**config.mk**
```make
export PLATFORM = sky130hd
export DESIGN_NAME = oas_sequencer
export DESIGN_NICKNAME = d
export VERILOG_FILES = /design/src/design/oas_pkg.sv /design/src/design/oas_sequencer.sv
export SDC_FILE = /design/constraint.sdc
export NUM_CORES = 1
export LEC_CHECK = 0
export BUFFER_PORTS_ARGS = -buffer_cell sky130_fd_sc_hd__buf_2
export CORE_ASPECT_RATIO = 1.75
export CORE_UTILIZATION = 50
export CTS_CLUSTER_SIZE = 12
export DETAILED_ROUTE_END_ITERATION = 7
export PLACE_DENSITY = 0.69
export SLEW_MARGIN = 30
export SYNTH_ARGS = -nofsm -noshare
export SYNTH_HDL_FRONTEND = slang
export SYNTH_SLANG_ARGS = --single-unit
```
**constraint.sdc**
```tcl
create_clock -name core_clk -period 3.71 [get_ports core_clk]
set_input_delay 0 -clock core_clk [delete_from_list [all_inputs] [get_ports core_clk]]
set_output_delay 0 -clock core_clk [all_outputs]
set_load 0.02 [all_outputs]
```
**src/design/oas_pkg.sv**
```systemverilog
// oas_pkg: constants, state enum and carrier structs for the operand address sequencer.
// assumes one synchronous memory port with a one-cycle read latency.
//
// Contract
// - service pending interrupt: acknowledge, read device address, load vector or move byte.
// - memory reference picks address mode from sub op code, uses bytes two and three.
// - direct page zero loads second byte unchanged into operand address.
// - direct relative adds second byte to program counter.
// - indirect page zero fetches word; bit 15 set means add index.
// - indirect relative fetches word at pc plus byte; bit 15 set means add index.
// - indexed mode copies index register to operand address.
// - indexed with bias adds second byte to index register.
// - extended mode uses bytes two and three, indexed when bit 15 set.
// - literal mode increments pc and uses it as operand address.
// - non-memory instructions skip operand address formation.
// - memory reference accesses operand at operand address register.
// - bootstrap entered only from cold start, loads loader from paper tape.
// - sixteen working files allocated flags, instr, index, acc, ext, opaddr, pc, temps, ovw.
// - temporary file c always holds subroutine return address; the code loads dispatch bases and serial shift bits into it.
// - modified commands take file and operation from modifier register.
// - modifier constants encode copy, and, subtract, add, copy index and store codes.
// - main dispatch shifts op code right four, masks, jumps into table at 100.
// - conditional jump and control dispatch use their own base constants.
// - jump to next location is a two clock timing filler.
// - shift-in-one shifts file c right, inserts one, writes file and modifier.
// - serial timing nests inner, outer and bit counters, shifting a bit per bit time.
// - relative displacement added to pc of the following instruction.
// - word length bit set loads two consecutive bytes from operand address; the code loads two when bit 3 is clear, one when set.
// - serial input fills low accumulator byte, keeps high byte, ends on whole char.
package oas_pkg;
   // ----------------------------------------
   // working file numbers
   // ----------------------------------------
   // working file map
   localparam logic [3:0] FILE_FLAGS = 4'h0;
   localparam logic [3:0] FILE_INSTR = 4'h1;
   localparam logic [3:0] FILE_XL = 4'h2;
   localparam logic [3:0] FILE_XU = 4'h3;
   localparam logic [3:0] FILE_AL = 4'h4;
   localparam logic [3:0] FILE_AU = 4'h5;
   localparam logic [3:0] FILE_BL = 4'h6;
   localparam logic [3:0] FILE_BU = 4'h7;
   localparam logic [3:0] FILE_OL = 4'h8;
   localparam logic [3:0] FILE_OU = 4'h9;
   localparam logic [3:0] FILE_PL = 4'hA;
   localparam logic [3:0] FILE_PU = 4'hB;
   localparam logic [3:0] FILE_S1 = 4'hC;
   localparam logic [3:0] FILE_S2 = 4'hD;
   localparam logic [3:0] FILE_S3 = 4'hE;
   localparam logic [3:0] FILE_OVW = 4'hF;
   // ----------------------------------------
   // modifier constants
   // ----------------------------------------
   localparam logic [7:0] COPY_TO_ACC_CODE = 8'hB4;
   localparam logic [7:0] AND_ACC_CODE = 8'hC4;
   localparam logic [7:0] SUB_ACC_CODE = 8'h94;
   localparam logic [7:0] ADD_ACC_CODE = 8'h84;
   localparam logic [7:0] COPY_TO_INDEX_CODE = 8'hB2;
   localparam logic [7:0] STORE_ACC_CODE = 8'hA4;
   localparam logic [7:0] STORE_INDEX_CODE = 8'hA2;
   localparam logic [7:0] STORE_EXT_ACC_CODE = 8'hA6;
   // ----------------------------------------
   // dispatch constants
   // ----------------------------------------
   localparam logic [7:0] MAIN_DISPATCH_BASE = 8'h10;
   localparam logic [7:0] COND_JUMP_BASE = 8'h4E;
   localparam logic [7:0] CONTROL_DISPATCH_BASE = 8'h15;
   localparam logic [11:0] MAIN_TABLE_LOC = 12'h100;
   // ----------------------------------------
   // op code fields
   // ----------------------------------------
   localparam int OP_HI = 7;
   localparam int OP_LO = 4;
   localparam int WIDTH_BIT = 3;
   localparam int INDEX_FLAG_BIT = 15;
   localparam logic [3:0] OP_MEMREF_MIN = 4'h6;
   localparam logic [3:0] OP_CONDJ = 4'h1;
   localparam logic [3:0] OP_SERIAL_IO = 4'h3;
   localparam logic [7:0] OP_SERIAL_IN = 8'h30;
   localparam logic [2:0] MODE_DIR_PAGE0 = 3'h0;
   localparam logic [2:0] MODE_DIR_REL = 3'h1;
   localparam logic [2:0] MODE_IND_PAGE0 = 3'h2;
   localparam logic [2:0] MODE_IND_REL = 3'h3;
   localparam logic [2:0] MODE_INDEXED = 3'h4;
   localparam logic [2:0] MODE_INDEX_BIAS = 3'h5;
   localparam logic [2:0] MODE_EXTENDED = 3'h6;
   localparam logic [2:0] MODE_LITERAL = 3'h7;
   // ----------------------------------------
   // timing and reset values
   // ----------------------------------------
   localparam logic [7:0] INNER_COUNT = 8'hFF;
   localparam logic [7:0] OUTER_COUNT = 8'h0E;
   localparam logic [3:0] CHAR_BITS = 4'h8;
   localparam logic [15:0] COLD_START_PC = 16'h0000;
   localparam int FILLER_CLOCKS = 2;

   typedef enum logic [4:0] {
      OAS_COLD, OAS_BOOT, OAS_FETCH, OAS_FETCH_WAIT, OAS_DECODE, OAS_IRQ_ACK, OAS_IRQ_VEC, OAS_IRQ_CIO,
      OAS_BYTE2, OAS_BYTE3, OAS_IND_LO, OAS_IND_HI, OAS_INDEX, OAS_OPER_LO, OAS_OPER_HI, OAS_STORE,
      OAS_NONMEM, OAS_SER_INNER, OAS_SER_OUTER, OAS_SER_BIT, OAS_FILLER, OAS_RET
   } oas_state_t;

   typedef struct packed {
      logic req;
      logic wr;
      logic [15:0] addr;
      logic [7:0] wdata;
   } oas_mem_req_t;

   typedef struct packed {
      logic pending;
      logic external;
      logic concurrent;
      logic [7:0] dev_addr;
      logic [7:0] data;
   } oas_irq_t;

   typedef struct packed {
      oas_state_t st;
      logic [15:0][7:0] files;
      logic [7:0] modifier;
      logic [7:0] dispatch;
      logic [7:0] inner;
      logic [7:0] outer;
      logic [3:0] bits;
      logic [15:0] indirect;
      logic phase;
      logic filler;
      oas_mem_req_t mem;
      logic irq_ack;
      logic cio_strobe;
      logic [7:0] cio_data;
      logic tape_req;
   } oas_regs_t;
endpackage

```
**src/design/oas_sequencer.sv**
```systemverilog
// oas_sequencer: fetch, interrupt service, operand addressing and serial timing.
// assumes memory read data valid the cycle after a read request, and synchronous inputs.
module oas_sequencer (
   input wire logic core_clk,
   input wire logic nrst,
   input wire logic clk_en,
   input wire logic cold_start,
   input wire logic boot_switch,
   input wire oas_pkg::oas_irq_t irq_in,
   input wire logic [7:0] mem_rdata,
   input wire logic serial_rx,
   output oas_pkg::oas_mem_req_t mem_out,
   output logic irq_ack,
   output logic cio_strobe,
   output logic [7:0] cio_data,
   output logic tape_req,
   output logic [15:0] pc,
   output logic [15:0] opaddr,
   output logic [15:0] accum,
   output logic [15:0] index,
   output logic [7:0] modifier,
   output logic [7:0] dispatch,
   output logic [7:0] return_link_file,
   output logic busy
);
   oas_pkg::oas_regs_t r;
   oas_pkg::oas_regs_t next_r;
   logic [15:0] pc_val;
   logic [15:0] x_val;
   logic [15:0] sum;
   logic [7:0] op;
   logic [2:0] mode;
   logic fixed_len;

   assign pc_val = {r.files[oas_pkg::FILE_PU], r.files[oas_pkg::FILE_PL]};
   assign x_val = {r.files[oas_pkg::FILE_XU], r.files[oas_pkg::FILE_XL]};
   assign op = r.files[oas_pkg::FILE_INSTR];
   assign mode = op[2:0];
   // sub op code bit 3 clear marks a fixed two-byte word; set means variable length, one byte here
   assign fixed_len = !op[oas_pkg::WIDTH_BIT];

   // ----------------------------------------
   // next state
   // ----------------------------------------
   always_comb
   begin
      next_r = r;
      sum = 16'h0000;
      next_r.mem.req = 1'b0;
      next_r.mem.wr = 1'b0;
      next_r.irq_ack = 1'b0;
      next_r.cio_strobe = 1'b0;
      case (r.st)
         oas_pkg::OAS_COLD:
         begin
            next_r.files[oas_pkg::FILE_PL] = oas_pkg::COLD_START_PC[7:0];
            next_r.files[oas_pkg::FILE_PU] = oas_pkg::COLD_START_PC[15:8];
            if (boot_switch)
            begin
               next_r.st = oas_pkg::OAS_BOOT;
            end
            else
            begin
               next_r.st = oas_pkg::OAS_FETCH;
            end
         end
         oas_pkg::OAS_BOOT:
         begin
            // load loader from paper tape via serial byte input
            next_r.tape_req = 1'b1;
            next_r.files[oas_pkg::FILE_INSTR] = oas_pkg::OP_SERIAL_IN;
            next_r.files[oas_pkg::FILE_S1] = 8'h00;
            next_r.st = oas_pkg::OAS_NONMEM;
         end
         oas_pkg::OAS_FETCH:
         begin
            if (irq_in.pending)
            begin
               next_r.st = oas_pkg::OAS_IRQ_ACK;
            end
            else
            begin
               next_r.mem.req = 1'b1;
               next_r.mem.addr = pc_val;
               next_r.st = oas_pkg::OAS_FETCH_WAIT;
            end
         end
         oas_pkg::OAS_FETCH_WAIT:
         begin
            next_r.files[oas_pkg::FILE_INSTR] = mem_rdata;
            {next_r.files[oas_pkg::FILE_PU], next_r.files[oas_pkg::FILE_PL]} = pc_val + 16'h0001;
            next_r.st = oas_pkg::OAS_DECODE;
         end
         oas_pkg::OAS_DECODE:
         begin
            // shift right four, mask, main table at 100
            next_r.dispatch = ({4'h0, op[oas_pkg::OP_HI:oas_pkg::OP_LO]} & {4'h0, oas_pkg::MAIN_DISPATCH_BASE[3:0]
               | 4'hF}) | (oas_pkg::MAIN_DISPATCH_BASE & 8'hF0);
            next_r.files[oas_pkg::FILE_S1] = oas_pkg::MAIN_TABLE_LOC[7:0];
            // memory reference picks mode from sub op code
            if (op[oas_pkg::OP_HI:oas_pkg::OP_LO] >= oas_pkg::OP_MEMREF_MIN)
            begin
               next_r.mem.req = 1'b1;
               next_r.mem.addr = pc_val;
               next_r.st = (mode == oas_pkg::MODE_INDEXED) ? oas_pkg::OAS_INDEX :
                  (mode == oas_pkg::MODE_LITERAL) ? oas_pkg::OAS_INDEX : oas_pkg::OAS_BYTE2;
            end
            else
            begin
               next_r.st = oas_pkg::OAS_NONMEM;
            end
         end
         oas_pkg::OAS_IRQ_ACK:
         begin
            next_r.irq_ack = 1'b1;
            next_r.files[oas_pkg::FILE_S2] = irq_in.external ? irq_in.dev_addr : 8'h00;
            next_r.st = irq_in.concurrent ? oas_pkg::OAS_IRQ_CIO : oas_pkg::OAS_IRQ_VEC;
         end
         oas_pkg::OAS_IRQ_VEC:
         begin
            next_r.files[oas_pkg::FILE_PL] = {r.files[oas_pkg::FILE_S2][6:0], 1'b0};
            next_r.files[oas_pkg::FILE_PU] = 8'h00;
            next_r.st = oas_pkg::OAS_FETCH;
         end
         oas_pkg::OAS_IRQ_CIO:
         begin
            next_r.cio_strobe = 1'b1;
            next_r.cio_data = irq_in.data;
            next_r.st = oas_pkg::OAS_FETCH;
         end
         oas_pkg::OAS_BYTE2:
         begin
            // pc still points at the displacement; relative modes add one to pass it
            {next_r.files[oas_pkg::FILE_PU], next_r.files[oas_pkg::FILE_PL]} = pc_val + 16'h0001;
            next_r.files[oas_pkg::FILE_S2] = mem_rdata;
            case (mode)
               oas_pkg::MODE_DIR_PAGE0, oas_pkg::MODE_IND_PAGE0:
               begin
                  sum = {8'h00, mem_rdata};
               end
               oas_pkg::MODE_DIR_REL, oas_pkg::MODE_IND_REL:
               begin
                  sum = pc_val + 16'h0001 + {{8{mem_rdata[7]}}, mem_rdata};
               end
               oas_pkg::MODE_INDEX_BIAS:
               begin
                  sum = x_val + {8'h00, mem_rdata};
               end
               default:
               begin
                  sum = {8'h00, mem_rdata};
               end
            endcase
            {next_r.files[oas_pkg::FILE_OU], next_r.files[oas_pkg::FILE_OL]} = sum;
            if (mode == oas_pkg::MODE_EXTENDED)
            begin
               next_r.mem.req = 1'b1;
               next_r.mem.addr = pc_val + 16'h0001;
               next_r.st = oas_pkg::OAS_BYTE3;
            end
            else if (mode == oas_pkg::MODE_IND_PAGE0 || mode == oas_pkg::MODE_IND_REL)
            begin
               next_r.mem.req = 1'b1;
               next_r.mem.addr = sum;
               next_r.st = oas_pkg::OAS_IND_LO;
            end
            else
            begin
               next_r.st = oas_pkg::OAS_OPER_LO;
               next_r.mem.req = 1'b1;
               next_r.mem.addr = sum;
            end
         end
         oas_pkg::OAS_BYTE3:
         begin
            {next_r.files[oas_pkg::FILE_PU], next_r.files[oas_pkg::FILE_PL]} = pc_val + 16'h0001;
            next_r.indirect = {r.files[oas_pkg::FILE_S2], mem_rdata};
            next_r.st = oas_pkg::OAS_IND_HI;
            next_r.phase = 1'b1;
         end
         oas_pkg::OAS_IND_LO:
         begin
            next_r.indirect[15:8] = mem_rdata;
            next_r.mem.req = 1'b1;
            next_r.mem.addr = {r.files[oas_pkg::FILE_OU], r.files[oas_pkg::FILE_OL]} + 16'h0001;
            next_r.phase = 1'b0;
            next_r.st = oas_pkg::OAS_IND_HI;
         end
         oas_pkg::OAS_IND_HI:
         begin
            if (!r.phase)
            begin
               next_r.indirect[7:0] = mem_rdata;
            end
            sum = r.phase ? r.indirect : {r.indirect[15:8], mem_rdata};
            // extended or indirect word, indexed when bit 15 set
            if (sum[oas_pkg::INDEX_FLAG_BIT])
            begin
               sum = {1'b0, sum[14:0]} + x_val;
            end
            {next_r.files[oas_pkg::FILE_OU], next_r.files[oas_pkg::FILE_OL]} = sum;
            next_r.mem.req = 1'b1;
            next_r.mem.addr = sum;
            next_r.st = oas_pkg::OAS_OPER_LO;
         end
         oas_pkg::OAS_INDEX:
         begin
            if (mode == oas_pkg::MODE_LITERAL)
            begin
               sum = pc_val;
               {next_r.files[oas_pkg::FILE_PU], next_r.files[oas_pkg::FILE_PL]} = pc_val +
                  (fixed_len ? 16'h0002 : 16'h0001);
            end
            else
            begin
               sum = x_val;
            end
            {next_r.files[oas_pkg::FILE_OU], next_r.files[oas_pkg::FILE_OL]} = sum;
            next_r.mem.req = 1'b1;
            next_r.mem.addr = sum;
            next_r.st = oas_pkg::OAS_OPER_LO;
         end
         oas_pkg::OAS_OPER_LO:
         begin
            case (op[oas_pkg::OP_HI:oas_pkg::OP_LO])
               4'hE: next_r.modifier = oas_pkg::COPY_TO_ACC_CODE;
               4'hD: next_r.modifier = oas_pkg::AND_ACC_CODE;
               4'hB: next_r.modifier = oas_pkg::SUB_ACC_CODE;
               4'hA: next_r.modifier = oas_pkg::ADD_ACC_CODE;
               4'h8: next_r.modifier = op[oas_pkg::WIDTH_BIT] ? oas_pkg::STORE_INDEX_CODE
                  : oas_pkg::COPY_TO_INDEX_CODE;
               4'hF: next_r.modifier = oas_pkg::STORE_ACC_CODE;
               default: next_r.modifier = oas_pkg::STORE_EXT_ACC_CODE;
            endcase
            next_r.files[oas_pkg::FILE_S3] = mem_rdata;
            next_r.mem.req = 1'b1;
            next_r.mem.addr = {r.files[oas_pkg::FILE_OU], r.files[oas_pkg::FILE_OL]} + 16'h0001;
            // word length bit clear fetches second byte
            next_r.st = fixed_len ? oas_pkg::OAS_OPER_HI : oas_pkg::OAS_STORE;
         end
         oas_pkg::OAS_OPER_HI:
         begin
            next_r.files[oas_pkg::FILE_S2] = mem_rdata;
            next_r.st = oas_pkg::OAS_STORE;
         end
         oas_pkg::OAS_STORE:
         begin
            // file from modifier low nibble, operation from the whole modifier or its high nibble
            if (r.modifier == oas_pkg::COPY_TO_ACC_CODE)
            begin
               next_r.files[oas_pkg::FILE_AL] = r.files[oas_pkg::FILE_S3];
               if (fixed_len)
               begin
                  next_r.files[oas_pkg::FILE_AU] = r.files[oas_pkg::FILE_S2];
               end
            end
            else if (r.modifier == oas_pkg::COPY_TO_INDEX_CODE)
            begin
               next_r.files[r.modifier[3:0] - 4'h0] = r.files[oas_pkg::FILE_S3];
               next_r.files[oas_pkg::FILE_XU] = r.files[oas_pkg::FILE_S2];
            end
            else if (r.modifier[7:4] == oas_pkg::STORE_ACC_CODE[7:4])
            begin
               next_r.mem.req = 1'b1;
               next_r.mem.wr = 1'b1;
               next_r.mem.addr = {r.files[oas_pkg::FILE_OU], r.files[oas_pkg::FILE_OL]};
               next_r.mem.wdata = r.files[r.modifier[3:0]];
            end
            next_r.filler = 1'b0;
            next_r.st = oas_pkg::OAS_FILLER;
         end
         oas_pkg::OAS_NONMEM:
         begin
            if (op[oas_pkg::OP_HI:oas_pkg::OP_LO] == oas_pkg::OP_SERIAL_IO)
            begin
               next_r.inner = oas_pkg::INNER_COUNT;
               next_r.outer = oas_pkg::OUTER_COUNT;
               next_r.bits = oas_pkg::CHAR_BITS;
               next_r.st = oas_pkg::OAS_SER_INNER;
            end
            else
            begin
               next_r.files[oas_pkg::FILE_S1] = (op[oas_pkg::OP_HI:oas_pkg::OP_LO] == oas_pkg::OP_CONDJ) ?
                  oas_pkg::COND_JUMP_BASE : oas_pkg::CONTROL_DISPATCH_BASE;
               next_r.dispatch = next_r.files[oas_pkg::FILE_S1] + {4'h0, op[3:0]};
               next_r.st = oas_pkg::OAS_RET;
            end
         end
         oas_pkg::OAS_SER_INNER:
         begin
            next_r.inner = r.inner - 8'h01;
            if (r.inner == 8'h01)
            begin
               next_r.st = oas_pkg::OAS_SER_OUTER;
            end
         end
         oas_pkg::OAS_SER_OUTER:
         begin
            next_r.outer = r.outer - 8'h01;
            next_r.inner = oas_pkg::INNER_COUNT;
            next_r.st = (r.outer == 8'h01) ? oas_pkg::OAS_SER_BIT : oas_pkg::OAS_SER_INNER;
         end
         oas_pkg::OAS_SER_BIT:
         begin
            // bits enter low accumulator byte only
            next_r.files[oas_pkg::FILE_AL] = {serial_rx, r.files[oas_pkg::FILE_AL][7:1]};
            // shift file c right, insert one, copy to modifier
            next_r.files[oas_pkg::FILE_S1] = {1'b1, r.files[oas_pkg::FILE_S1][7:1]};
            next_r.modifier = {1'b1, r.files[oas_pkg::FILE_S1][7:1]};
            next_r.bits = r.bits - 4'h1;
            next_r.inner = oas_pkg::INNER_COUNT;
            next_r.outer = oas_pkg::OUTER_COUNT;
            next_r.st = (r.bits == 4'h1) ? oas_pkg::OAS_RET : oas_pkg::OAS_SER_INNER;
         end
         oas_pkg::OAS_FILLER:
         begin
            next_r.filler = 1'b1;
            if (r.filler)
            begin
               next_r.st = oas_pkg::OAS_RET;
            end
         end
         default:
         begin
            next_r.tape_req = 1'b0;
            next_r.st = oas_pkg::OAS_FETCH;
         end
      endcase
      if (cold_start)
      begin
         next_r.st = oas_pkg::OAS_COLD;
      end
   end

   // ----------------------------------------
   // state register
   // ----------------------------------------
   always_ff @(posedge core_clk or negedge nrst)
   begin
      if (!nrst)
      begin
         r <= '0;
      end
      else if (clk_en)
      begin
         r <= next_r;
      end
   end

   assign mem_out = r.mem;
   assign irq_ack = r.irq_ack;
   assign cio_strobe = r.cio_strobe;
   assign cio_data = r.cio_data;
   assign tape_req = r.tape_req;
   assign pc = pc_val;
   assign opaddr = {r.files[oas_pkg::FILE_OU], r.files[oas_pkg::FILE_OL]};
   assign accum = {r.files[oas_pkg::FILE_AU], r.files[oas_pkg::FILE_AL]};
   assign index = x_val;
   assign modifier = r.modifier;
   assign dispatch = r.dispatch;
   assign return_link_file = r.files[oas_pkg::FILE_S1];
   assign busy = (r.st != oas_pkg::OAS_FETCH);
endmodule

```
### Yosys cells after proc, flatten, opt, wreduce, memory -nomap -nowiden

Cells that the tools add are included.

| word-level totals | value |
|---|---|
| register bits | 224 |
| bits in latches | 0 |
| RAM bits | 0 |
| bits in read-only memories | 0 |
| bits of input ports | 33 |
| output and inout bits | 126 |
| word-level logic and storage cells | 228 |
| memories kept | 0 |

| cells by class | value |
|---|---|
| add/sub/neg operators | 10 |
| multiply operators | 0 |
| div/mod/pow operators | 0 |
| order comparisons | 3 |
| eq/ne operators | 56 |
| shift operators | 0 |
| muxes and demuxes | 70 |
| bitwise gates (word level) | 3 |
| reduce and logical (&&, ||, !) cells | 52 |

Operators by type and width:

| kind | number |
|---|---|
| bitwise mux 128 bit | 1 |
| two-way mux 16 bit | 8 |
| two-way mux 120 bit | 1 |
| case mux 16 bit (7 select lines) | 1 |
| case mux 8 bit (2 select lines) | 6 |
| case mux 8 bit (3 select lines) | 4 |
| case mux 5 bit (17 select lines) | 1 |
| case mux 16 bit (5 select lines) | 1 |
| two-way mux 26 bit | 3 |
| two-way mux 72 bit | 1 |
| two-way mux 8 bit | 8 |
| case mux 16 bit (4 select lines) | 1 |
| case mux 7 bit (6 select lines) | 1 |
| equality test 5 x 4 -> 1 bit (second input constant) | 8 |
| adder 16 x 1 -> 16 bit (second input constant) | 2 |
| binary-select mux 8 bit (select 4 bit) | 1 |
| demux 8 bit (select 4 bit) | 1 |
| case mux 16 bit (2 select lines) | 1 |
| case mux 8 bit (4 select lines) | 1 |
| two-way mux 5 bit | 6 |
| equality test 4 bit (second input constant) | 7 |
| equality test 5 bit (second input constant) | 5 |
| AND reduction 4 bit | 6 |
| inequality test 2 bit (second input constant) | 11 |
| other kinds (48) | 108 |

### Logic depth before layout (Yosys ltp)

Gate-level depths: netlist of run 1.

| logic depth | value |
|---|---|
| depth in word-level cells | 8 |
| mapped depth | 14 |
| mapped depth without buffers | 13 |

### Least setup slack after synthesis of run 1

OpenSTA, ideal clock, no wires.

| timing path | value |
|---|---|
| kind | register to register |
| start point | register r (netlist bit pc[0]) |
| end point | register r (netlist bit opaddr[15]) |
| setup time | 0.121 ns |
| arrival time | 3.230 ns |
| data required time | 3.589 ns |
| setup slack | 0.359 ns |
| cell stages (with the launch flop) | 14 |
| path buffers | 1 |
| period minus slack after synthesis | 3.351 ns |
| path through | dfrtp_1 clkbuf_1 nand3_1 nor4_1 nand3_1 xnor2_1 ha_1 nor2b_1 or4_1 o21ai_0 xnor2_1 a22oi_1 a21oi_1 a22o_1 |

| between the ends | value |
|---|---|
| word-level cells in the longest chain between the ends | 4 |

RTL lines:

| what | RTL line | source |
|---|---|---|
| start: declaration | oas_sequencer.sv:26 | `oas_pkg::oas_regs_t r;` |
| start signal: assignment | oas_sequencer.sv:346 | `r <= next_r;` |
| adder 16 x 1 -> 16 bit | oas_sequencer.sv:143 | `sum = pc_val + 16'h0001 + {{8{mem_rdata[7]}}, mem_rdata};` |
| adder 16 bit | oas_sequencer.sv:143 |  |
| case mux 16 bit (2 select lines) | oas_sequencer.sv:136 | `case (mode)` |
| case mux 16 bit (4 select lines) | oas_sequencer.sv:53 | `case (r.st)` |

Every way passes these cells.
A chain may end at the register's enable or synchronous reset.

### Worst setup path in the final report of run 1

| timing path | value |
|---|---|
| start point | register r[38] in the netlist's numbering |
| end point | register r (netlist bit mem_out[19]) |

| between the ends | value |
|---|---|
| word-level cells in the longest chain between the ends | 4 |

RTL lines:

| what | RTL line | source |
|---|---|---|
| two-way mux 8 bit | oas_sequencer.sv:195 | `sum = r.phase ? r.indirect : {r.indirect[15:8], mem_rdata};` |
| adder 15 x 16 -> 16 bit | oas_sequencer.sv:199 | `sum = {1'b0, sum[14:0]} + x_val;` |
| two-way mux 16 bit | oas_sequencer.sv:197 | `if (sum[oas_pkg::INDEX_FLAG_BIT])` |
| case mux 16 bit (7 select lines) | oas_sequencer.sv:53 |  |

Every way passes these cells.

==> results of run 1 <==
worst paths after layout:
kind	start	to	slack (ps)	cells past startpoint
worst max register to register	r[38]	mem_out[19]	3	11
worst min register to register	r[141]	r[141]	370	0
min in group asynchronous	nrst	pc[4]	70	2
max in group asynchronous	nrst	r[141]	2580	3
worst min-delay path	irq_in[16]	r[219]	40	5
worst max-delay path	r[38]	mem_out[19]	3	11
power by group through the flow:
stage          logic (uW)  registers [uW]  clock network, uW
2_1_floorplan        1410            2880                  0
3_3_place_gp         1860            3070                  0
3_5_place_dp         1890            3080                  0
4_1_cts              1920            3040               2550
5_1_grt              2120            3080               2620
6_report             1960            3060               2530
layer usage:
layer  wire length [um]  track usage  up-vias
li1                   -            -     6842
met1              22100        0.417     7586
met2              31900        0.655     1025
met3               5720       0.0807      382
met4               8370        0.419        0
met5                  0            0        -
registers in the layout, summed over array words and instances, names as in the netlist:
| register | count |
|---|---|
| r | 91 |
| op | 8 |
| return_link_file | 8 |
| irq_ack | 1 |
| cio_data | 8 |
| opaddr | 16 |
| mem_out | 26 |
| cio_strobe | 1 |
| index | 16 |
| pc | 16 |
| accum | 16 |
| modifier | 8 |
| dispatch | 7 |
| tape_req | 1 |
logic make-up after synthesis:
group	count (synthesis)	synth area share
adder cells (fa/ha/maj)	59	0.0464
buffers and inverters	316	0.102
other	1	0.000224
flip-flops	223	0.334
AO/OA/AOI/OAI	527	0.200
XOR/XNOR	64	0.0343
multiplexers	160	0.130
AND/OR/NAND/NOR	542	0.153
area by class of cell:
class	instances	area share
repair buffers	298	0.106
clock inverters	4	0.00440
inverters	46	0.00933
multi-input cells	1353	0.512
flip-flops and latches	223	0.302
clock buffers	35	0.0390
well taps	405	0.0274
worst min-delay path, cell delays in order:
cell	delay, ps
buf_2	80
a21oi_1	60
o21ai_0	140
a31oi_1	80
o31ai_1	190
synthesized netlist by cell type (all sizes together) (5+ instances only):
library cell,n,area (um2)
o211a,5,50.1
a21o,15,113
nand4,16,100
xor2,33,289
dfrtp,223,5580
buf,165,1140
o21a,9,67.6
xnor2,30,263
and2,6,37.5
o221ai,7,61.3
and3,24,150
o211ai,14,105
a21oi,125,626
nand2b,19,119
a222oi,5,50.1
nor3b,6,50.1
or3,12,75.1
a2111oi,8,82.6
a22oi,21,158
a211oi,12,95.1
nor2,133,507
a31oi,21,131
nand2,195,732
mux2,63,709
o22ai,24,150
inv,46,173
a211o,5,43.8
fa,5,100
mux2i,57,571
a41oi,6,52.6
or2,7,43.8
nor3,38,221
o32ai,6,52.6
a221oi,8,70.1
a22o,20,175
o31ai,6,45.0
clkbuf,105,395
nor4,10,68.8
a221o,6,60.1
o21ai,170,851
ha,54,676
nand3,48,253
nor2b,12,75.1
a21boi,6,48.8
mux4,40,901
timing repair:
item,4_1_cts,5_1_grt
endpoints found under the setup margin,0,10
hold endpoints to repair,143,0
hold buffers,29,0
gates resized for setup,0,7
metrics by stage:
step                hold WS [ps]   util  cells  cell area, um2
floorplan                   -296      -   1892           16700
global placement             111  0.528   2296           17400
detailed placement           111  0.528   2296           17400
CTS                         9.59  0.561   2364           18500
global route                33.6  0.562   2364           18500
finish                      38.7  0.562   2364           18500
==> impl_results.md, run 1 <==
- Switch Pwr: between 2000 and 3000 uW
- Initial antenna violation count: 0
- Most frequent cells in the layout: dfrtp_1, nand2_1, o21ai_0, buf_2, nor2_1
- Critical path's top delay family: compound AO/OA/AOI/OAI gates
- Dpl ws: about 110 ps
- Largest net degree at the start of global routing: ~110
- GRT Overall Usage: 0.401
- HP Class: input pin to flip-flop
- Max VDD drop: ~300 uV
- Nets@finish: 2038
- Seq/Total Area, Yosys: 0.334
- Proportion of power drawn by combinational gates: 0.260
- Critical path arrival: slightly above 4000 ps
- Post-DR wirelength/cell: approximately 29 um
- GPL Wtd Cong: around 1.1
- Final Worst Setup Slack: between 3 and 4 ps
- Starting Density: 0.508
- Die area: approximately 0.034 mm2
- Max incr delay on CP: approximately 530 ps
- First-pass DRT Iterations: 6
- Synthesized net count: between 1500 and 2000
- GRT overflow: 0
- Hold Violations, Final: 0
- Count of different cell masters after synthesis: between 80 and 90
- Post-Synthesis Cell Area: roughly 0.017 mm2
- Commonest non-fill, non-tap cell in the layout: dfrtp_1
- Drt drc: 0
- CTS tree: yes
- Critical Path RT: roughly 4100 ps
- Fin crit share: 0.999
- Via-per-instance ratio: between 6 and 7
- Layout area overhead: 10.6%
- Final WL: 68000 um
- Die Wd: approximately 140 um
- TNS Setup: 0 ps
- H-tree depth: 1
- Fmax: around 270 MHz
- Setup crit end kind: flip-flop
- Syn Area/Cell: between 8 and 9 um2
- Worst Max-Slew Pin Slew: 1030 ps
- Clock slew at reported path FFs: about 70 ps
- Drt initial violations: between 1000 and 1500
- Via count: about 16000
- EDFF count, synth: 0
- Worst skew pair latency: roughly 560 ps
- Count of endpoints failing setup in the final report: 0
- Commonest register cell after synthesis: dfrtp_1
- Clock buffer depth: 3
- Core box area: approximately 0.033 mm2
- Status: complete, no violations
- Num CTS Buffers: 24
- Leak Pwr: about 0.0084 uW
- CP max-delay cell: a31oi_1
- Number of global-route vias before repair: 15600
- Int Power: slightly below 5000 uW
- Area of the multi-input gates: 0.00947 mm2
- Flop pwr share: 0.405
- Std-Cell Rows: a little under 90
- Clock Sinks: between 200 and 250
- Io pins: 159
- Share of cells above drive strength 1: 0.223
- Synthesized instance count: around 1900
- Synth Warn #: 0
- I/O Buffers: 157
- Slew Limit Fails: 0
- FF+latch count, synth: roughly 220
- Slew HR: 0.292
- Ant diodes: 0
- Crit path kind: flip-flop to flip-flop
- Die H: between 200 and 250 um
- Storage element area: about 0.0056 mm2
- Max_cap viols: 0
- Crit path buf inv count: 1
- Filler cells: between 2000 and 3000
- Clock power share: 0.335
- Final Critical Period: about 3700 ps
- Post-CTS Setup Bufs: 0
- Post-Route Skew: 20.9 ps
- RSZ-0062 raised after global routing: no
- First-pass GRT wire length: around 100000 um
- Post-synth ARST share: 1.00
- Crit path cell chain: buf_4 > o21ai_0 > ha_1 > a211o_1 > o211ai_1 > a211oi_1 > or3_1 > a31oi_1 > o221ai_1 > a2111oi_0 > a311oi_1
- DPL Wire Length: between 40000 and 50000 um
- Critical path peak fanout: 8
- P per Cell Area: a little over 400 mW/mm2
- Pwr Total: around 7500 uW
- Worst setup SP type: flip-flop
- Switching Fraction: 0.360
- Remaining antenna violation count: 0
- CTS root buf: clkbuf_16
(Power assumes the default switching activity.)
==> run 2: changes to the inputs <==
Settings changed: CORE_MARGIN set to 5, SLEW_MARGIN 30 to 40.
==> run 2 against run 1 <==
Sequential power about the same. Via count decreased by 0.23%. Combinational power decreased by 2%. Critical endpoint is now mem_out[21].
==> impl_results.md, run 2 (synthesized netlist as in run 1, its figures left out) <==
- Max incr delay on CP: 460 ps (-70 ps)
- Remaining antenna violation count: 0 (unchanged)
- Max reg flops: 91 (unchanged)
- Clock Sinks: 223 (unchanged)
- DPL Wire Length: 50700 um (+1.7%)
- Core box area: 0.0330 mm2 (+0.33%)
- GRT overflow: 0 (unchanged)
- HP Start: irq_in[16]
- Die area: 0.0374 mm2 (+9.2%)
- Post-DR wirelength/cell: 28.7 um (-0.27%)
- Fin crit share: 0.956 (-0.0430)
- CP max-delay cell: xor2_1
- Final WL: 68000 um (about the same)
- Max VDD drop: 293 uV (+0.67%)
- Switching Fraction: 0.367 (+0.00744)
- Critical path arrival: 3980 ps (-140 ps)
- Leak Pwr: 0.00843 uW (-0.25%)
- I/O Buffers: 157 (unchanged)
- Int Power: 4600 uW (-4.8%)
- Switch Pwr: 2670 uW (-1.7%)
- HP Class: input pin to flip-flop
- Via count: 15800 (-0.23%)
- Drt initial violations: 1618 (+10%)
- Status: complete, no violations
- Worst Max-Slew Pin Slew: 849 ps (-185 ps)
- Reg2reg end: mem_out[21]
- Num CTS Buffers: 24 (unchanged)
- Layout area overhead: 10.4%
- Filler cells: 3047 (+1.9%)
- Layout Cells excl Fill: 2368 (+0.17%)
- Critical Path RT: 4150 ps (+30 ps)
- Drt drc: 0 (unchanged)
- RSZ-0062 raised after global routing: yes
- Clock buffer depth: 3 (unchanged)
- Flop pwr share: 0.422 (+0.017)
- P per Cell Area: 394 mW/mm2 (-3.5%)
- Worst setup SP type: flip-flop
- Post-Route Skew: 15.5 ps (-5.40 ps)
- Final Worst Setup Slack: 163 ps (+160 ps)
- Dpl ws: 201 ps (+94.5 ps)
- Nets@finish: 2044 (+0.29%)
- GPL Wtd Cong: 1.04 (-1.9%)
- Count of endpoints failing setup in the final report: 0 (unchanged)
- First-pass GRT wire length: 99700 um (about the same)
- Std-Cell Rows: 88 (unchanged)
- Critical path's top delay family: compound AO/OA/AOI/OAI gates
- Largest register by flop count: r
- Slew HR: 0.432 (+0.139)
- Initial antenna violation count: 3 (+3)
- Final Critical Period: 3550 ps (-160 ps)
- Worst R2R Path Depth: 13 (+2)
- Proportion of power drawn by combinational gates: 0.264 (+0.004)
- Die H: 252 um (+3.3%)
- Starting Density: 0.506 (-0.00169)
- Via-per-instance ratio: 6.67 (-0.40%)
- Worst skew pair latency: 550 ps (about the same)
- Core Util, Final: 0.559 (-0.00267)
- Placed cell area: 0.0174 mm2 (about the same)
- First-pass DRT Iterations: 7 (+1)
- Hold Violations, Final: 0 (unchanged)
- Hold endpoint: r[219]
- Number of global-route vias before repair: 15600 (+0.26%)
- Max_cap viols: 0 (unchanged)
- FF-to-FF setup slack: 160 ps (+160 ps)
- RR Startpoint: pc[0]
- CTS tree: yes
- Crit path kind: flip-flop to flip-flop
- Crit path buf inv count: 1 (unchanged)
- Final instance area: 0.0185 mm2 (-0.14%)
- Io pins: 159 (unchanged)
- Most frequent cells in the layout: dfrtp_1, nand2_1, o21ai_0, buf_2, nor2_1
- Fmax: 282 MHz (+4.5%)
- CTS root buf: clkbuf_16
- Placed insts: 2298 (+0.087%)
- Setup crit end kind: flip-flop
- H-tree depth: 1 (unchanged)
- Share of cells above drive strength 1: 0.224 (+0.00130)
- Commonest non-fill, non-tap cell in the layout: dfrtp_1
- Slew Limit Fails: 0 (unchanged)
- Crit path cell chain: ha_1 > nand2_1 > xor2_1 > inv_1 > ha_1 > a21oi_1 > a211o_1 > a21oi_1 > o41ai_1 > xor2_1 > o22ai_1 > a211oi_1 > nor2_1
- Largest net degree at the start of global routing: 67 (-40%)
- Critical path peak fanout: 6 (-2)
- GRT Overall Usage: 0.357 (-0.0440)
- TNS Setup: 0 ps (unchanged)
- Die Wd: 148 um (+5.7%)
- Clock slew at reported path FFs: 70 ps (about the same)
- Clock power share: 0.314 (-0.021)
- Hold Path Depth: 5 (unchanged)
## run 2: stage by stage
stage               total power, uW  hold WS, ps
detailed placement             4940        -70.3
global placement               4900         91.9
finish                         7270         30.5
floorplan                      4300         -296
global route                   7570         75.5
CTS                            7230         28.3
## run 2: final cells by class
| type | count | area, um2 | share of cell area |
|---|---|---|---|
| Multi-Input combinational cell | 1353 | 9480 | 0.513 |
| Sequential cell | 223 | 5580 | 0.302 |
| Timing Repair Buffer | 304 | 2030 | 0.110 |
| Clock buffer | 31 | 668 | 0.0362 |
| Tap cell | 405 | 507 | 0.0274 |
| Inverter | 46 | 173 | 0.00935 |
| Clock inverter | 4 | 32.5 | 0.00176 |
| Antenna cell | 2 | 5.00 | 0.000271 |
## run 2: layer usage
metal | part of all wire | wire length [um] | up-vias | global-route usage
met5 | 0.00040 | 27 | - | 0
met4 | 0.12 | 7860 | 4 | 0.318
met3 | 0.086 | 5840 | 397 | 0.0679
met2 | 0.47 | 32200 | 1010 | 0.592
met1 | 0.32 | 22100 | 7520 | 0.383
li1 | - | - | 6867 | -
## run 2: what timing repair did
item,in CTS,in global routing
buffers inserted,0,2
endpoints found under the hold margin,214,0
resized for setup,0,6
hold buffers,31,0
setup endpoints to repair,0,10
## run 2: worst max-delay path by stage
stage          slack, ps          end  startpoint  cells after the start
3_3_place_gp         240  mem_out[21]       pc[0]                     13
3_5_place_dp         200  mem_out[22]       r[38]                     12
6_report             160  mem_out[21]       pc[0]                     13
4_1_cts              170  mem_out[22]       r[38]                     12
2_1_floorplan        360   opaddr[15]       pc[0]                     13
5_1_grt              -30  mem_out[21]       pc[0]                     13
## run 2: power groups by stage
stage,sequential (uW),combinational [uW],clock [uW]
3_3_place_gp,3090,1810,0
6_report,3070,1920,2280
2_1_floorplan,2880,1410,0
5_1_grt,3090,2090,2390
3_5_place_dp,3090,1850,0
4_1_cts,3050,1890,2290
## run 2: worst reg2reg max path: cells and delay by family (launching register included)
| kind | cells | cell delay, ps |
|---|---|---|
| AOI/OAI and AO/OA | 6 | 1340 |
| adders and majority gates | 2 | 700 |
| xor gates and xnor gates | 2 | 630 |
| DFF | 1 | 440 |
| and+or+nand+nor | 2 | 190 |
| buffers and inverters | 1 | 150 |
==> run 3: changes to the inputs <==
==> constraint.sdc (replaced) <==
create_clock -name core_clk -period 3.71 [get_ports core_clk]
set_input_delay 0.1855 -clock core_clk [delete_from_list [all_inputs] [get_ports core_clk]]
set_output_delay 0.1855 -clock core_clk [all_outputs]
set_load 0.02 [all_outputs]
==> run 3 against run 2 <==
Die area stayed put. Design area is 0.96% lower. Critical path type unchanged. Cell count fell by 0.59%. Worst hold slack improved by 67 ps. Core utilization fell by 0.54 points. Flip-flop and latch count is the same. Wire length decreased by 1.1%.
==> impl_results.md, run 3 (synthesized netlist as in run 1, its figures left out) <==
- Switching Fraction: 0.367 (about the same)
- Clock power share: 0.313 (about the same)
- Num CTS Buffers: 23 (-4.2%)
- Hold Violations, Final: 0 (unchanged)
- CP dominant cell by count: a31oi_1
- Die area: 0.0374 mm2 (unchanged)
- Clock Sinks: 223 (unchanged)
- Worst Max-Slew Pin Slew: 855 ps (+6.08 ps)
- Placed insts: 2299 (+0.044%)
- Largest register by flop count: r
- FF-to-FF setup slack: 280 ps (+110 ps)
- Post-CTS Setup Bufs: 0 (unchanged)
- Max reg flops: 91 (unchanged)
- Post-DR wirelength/cell: 28.6 um (-0.48%)
- First-pass GRT wire length: 98300 um (-1.4%)
- Max incr delay on CP: 440 ps (-20 ps)
- Core box area: 0.0330 mm2 (unchanged)
- GRT overflow: 0 (unchanged)
- DPL Wire Length: 50000 um (-1.4%)
- H-tree depth: 1 (unchanged)
- First-pass DRT Iterations: 7 (unchanged)
- Slew Limit Fails: 0 (unchanged)
- HP Class: input pin to flip-flop
- RR Startpoint: pc[5]
- Drt drc: 0 (unchanged)
- HP Start: mem_rdata[0]
- Worst R2R Path Depth: 13 (unchanged)
- Area of the multi-input gates: 0.00946 mm2 (-0.16%)
- Worst skew pair latency: 550 ps (about the same)
- CP max-delay cell: nor4_1
- Placed cell area: 0.0174 mm2 (unchanged)
- Proportion of power drawn by combinational gates: 0.260 (-0.004)
- Layout Cells excl Fill: 2354 (-0.59%)
- Stages on the worst setup path: 13 (unchanged)
- RSZ-0062 raised after global routing: no
- Fmax: 291 MHz (+3.3%)
- Crit path kind: flip-flop to flip-flop
- Status: complete, no violations
- Io pins: 159 (unchanged)
- Worst setup SP type: flip-flop
- Flop pwr share: 0.427 (+0.005)
- Share of cells above drive strength 1: 0.222 (-0.00147)
- Commonest non-fill, non-tap cell in the layout: dfrtp_1
- Critical path peak fanout: 5 (-1)
- Hold endpoint: r[39]
- Critical path arrival: 3850 ps (-130 ps)
- Critical path's top delay family: simple AND/OR/NAND/NOR gates
- Setup crit end kind: flip-flop
- Int Power: 4610 uW (about the same)
- Final Critical Period: 3430 ps (-114 ps)
- Post-Route Skew: 13.5 ps (-2.01 ps)
- Hold Path Depth: 2 (-3)
- Drt initial violations: 1712 (+5.8%)
- Final instance area: 0.0183 mm2 (-0.96%)
- CTS root buf: clkbuf_16
- Final WL: 67200 um (-1.1%)
- Nets@finish: 2030 (-0.68%)
- CTS tree: yes
- Storage element area: 0.00558 mm2 (unchanged)
- Crit path buf inv count: 0 (-1)
- Layout area overhead: 9.37%
- Critical Path RT: 4130 ps (-20 ps)
- Filler cells: 3069 (+0.72%)
- Fin crit share: 0.926 (-0.0307)
- GRT Overall Usage: 0.351 (-0.00562)
- Largest net degree at the start of global routing: 122 (+82%)
- I/O Buffers: 157 (unchanged)
- Crit path cell chain: nand4_1 > nor4_1 > nand3_1 > xnor2_1 > ha_1 > and3_1 > and2_1 > a221o_1 > a31oi_1 > xor2_1 > o22ai_1 > a21oi_1 > a31oi_1
- Switch Pwr: 2670 uW (+0.17%)
- Number of global-route vias before repair: 15600 (-0.36%)
- Max VDD drop: 298 uV (+1.5%)
- GPL Wtd Cong: 1.04 (+0.39%)
- Remaining antenna violation count: 0 (unchanged)
- P per Cell Area: 398 mW/mm2 (+1.1%)
- TNS Setup: 0 ps (unchanged)
- Via count: 15800 (+0.20%)
- Leak Pwr: 0.00837 uW (-0.73%)
- Most frequent cells in the layout: dfrtp_1, nand2_1, o21ai_0, buf_2, nor2_1
- Initial antenna violation count: 2 (-1)
- Count of endpoints failing setup in the final report: 0 (unchanged)
- Std-Cell Rows: 88 (unchanged)
- Clock buffer depth: 3 (unchanged)
- Clock slew at reported path FFs: 70 ps (about the same)
- Via-per-instance ratio: 6.72 (+0.79%)
- Die Wd: 148 um (unchanged)
- Die H: 252 um (unchanged)
- Starting Density: 0.506 (unchanged)
- Max_cap viols: 0 (unchanged)
- Reg2reg end: opaddr[14]
- Slew HR: 0.430 (-0.00196)
[run 3: cell count changes in the layout (fill, tap and decap cells not counted), sizes merged]
cell and delta:
bufinv +1, dlygate4sd3 -11, clkinvlp -1, clkinv -1
buf -2
[run 3: stage by stage]
stage	util	total power [uW]	hold WS, ps	worst slack, ps
floorplan	-	4300	-110	359
global placement	0.526	4910	122	206
detailed placement	0.527	4960	128	232
CTS	0.553	7230	90.5	208
global route	0.554	7560	111	57.8
finish	0.554	7280	97.9	276
[run 3: worst max-delay path by stage]
stage / start / end
finish: pc[5] / opaddr[14]
global route: pc[1] / opaddr[15]
floorplan: pc[0] / opaddr[15]
detailed placement: r[38] / opaddr[12]
global placement: pc[1] / opaddr[14]
CTS: r[38] / opaddr[12]
[run 3: worst reg2reg max path, delay by kind of cell, from the launching register on]
| family | cells | cell delay [ps] |
|---|---|---|
| AO/OA/AOI/OAI | 5 | 860 |
| XOR/XNOR | 2 | 600 |
| adder cells (fa/ha/maj) | 1 | 360 |
| flip-flops | 1 | 400 |
| AND/OR/NAND/NOR | 5 | 1090 |
[run 3: cell type report]
type                            instances  share of cell area
Timing Repair Buffer                  291               0.102
Multi-Input combinational cell       1353               0.517
Inverter                               46             0.00944
Antenna cell                            2            0.000274
Clock inverter                          3             0.00301
Tap cell                              405              0.0277
Sequential cell                       223               0.305
Clock buffer                           31              0.0347
[run 3: routing by layer]
| layer | wire length [um] | GRT usage | up-vias |
|---|---|---|---|
| li1 | - | - | 6831 |
| met1 | 21700 | 0.384 | 7620 |
| met2 | 32400 | 0.586 | 1027 |
| met3 | 5880 | 0.0611 | 351 |
| met4 | 7310 | 0.298 | 0 |
| met5 | 0 | 0 | - |
[run 3: what timing repair did]
item | in CTS | in global routing
hold buffers | 19 | 0
setup endpoints to repair | 0 | 7
resized for setup | 0 | 1
endpoints found under the hold margin | 66 | 0
[run 3: power by group through the flow]
stage	logic (uW)	registers [uW]	clock network, uW
floorplan	1410	2880	0
global placement	1800	3110	0
detailed placement	1830	3130	0
CTS	1860	3080	2290
global route	2050	3120	2390
finish	1890	3110	2280
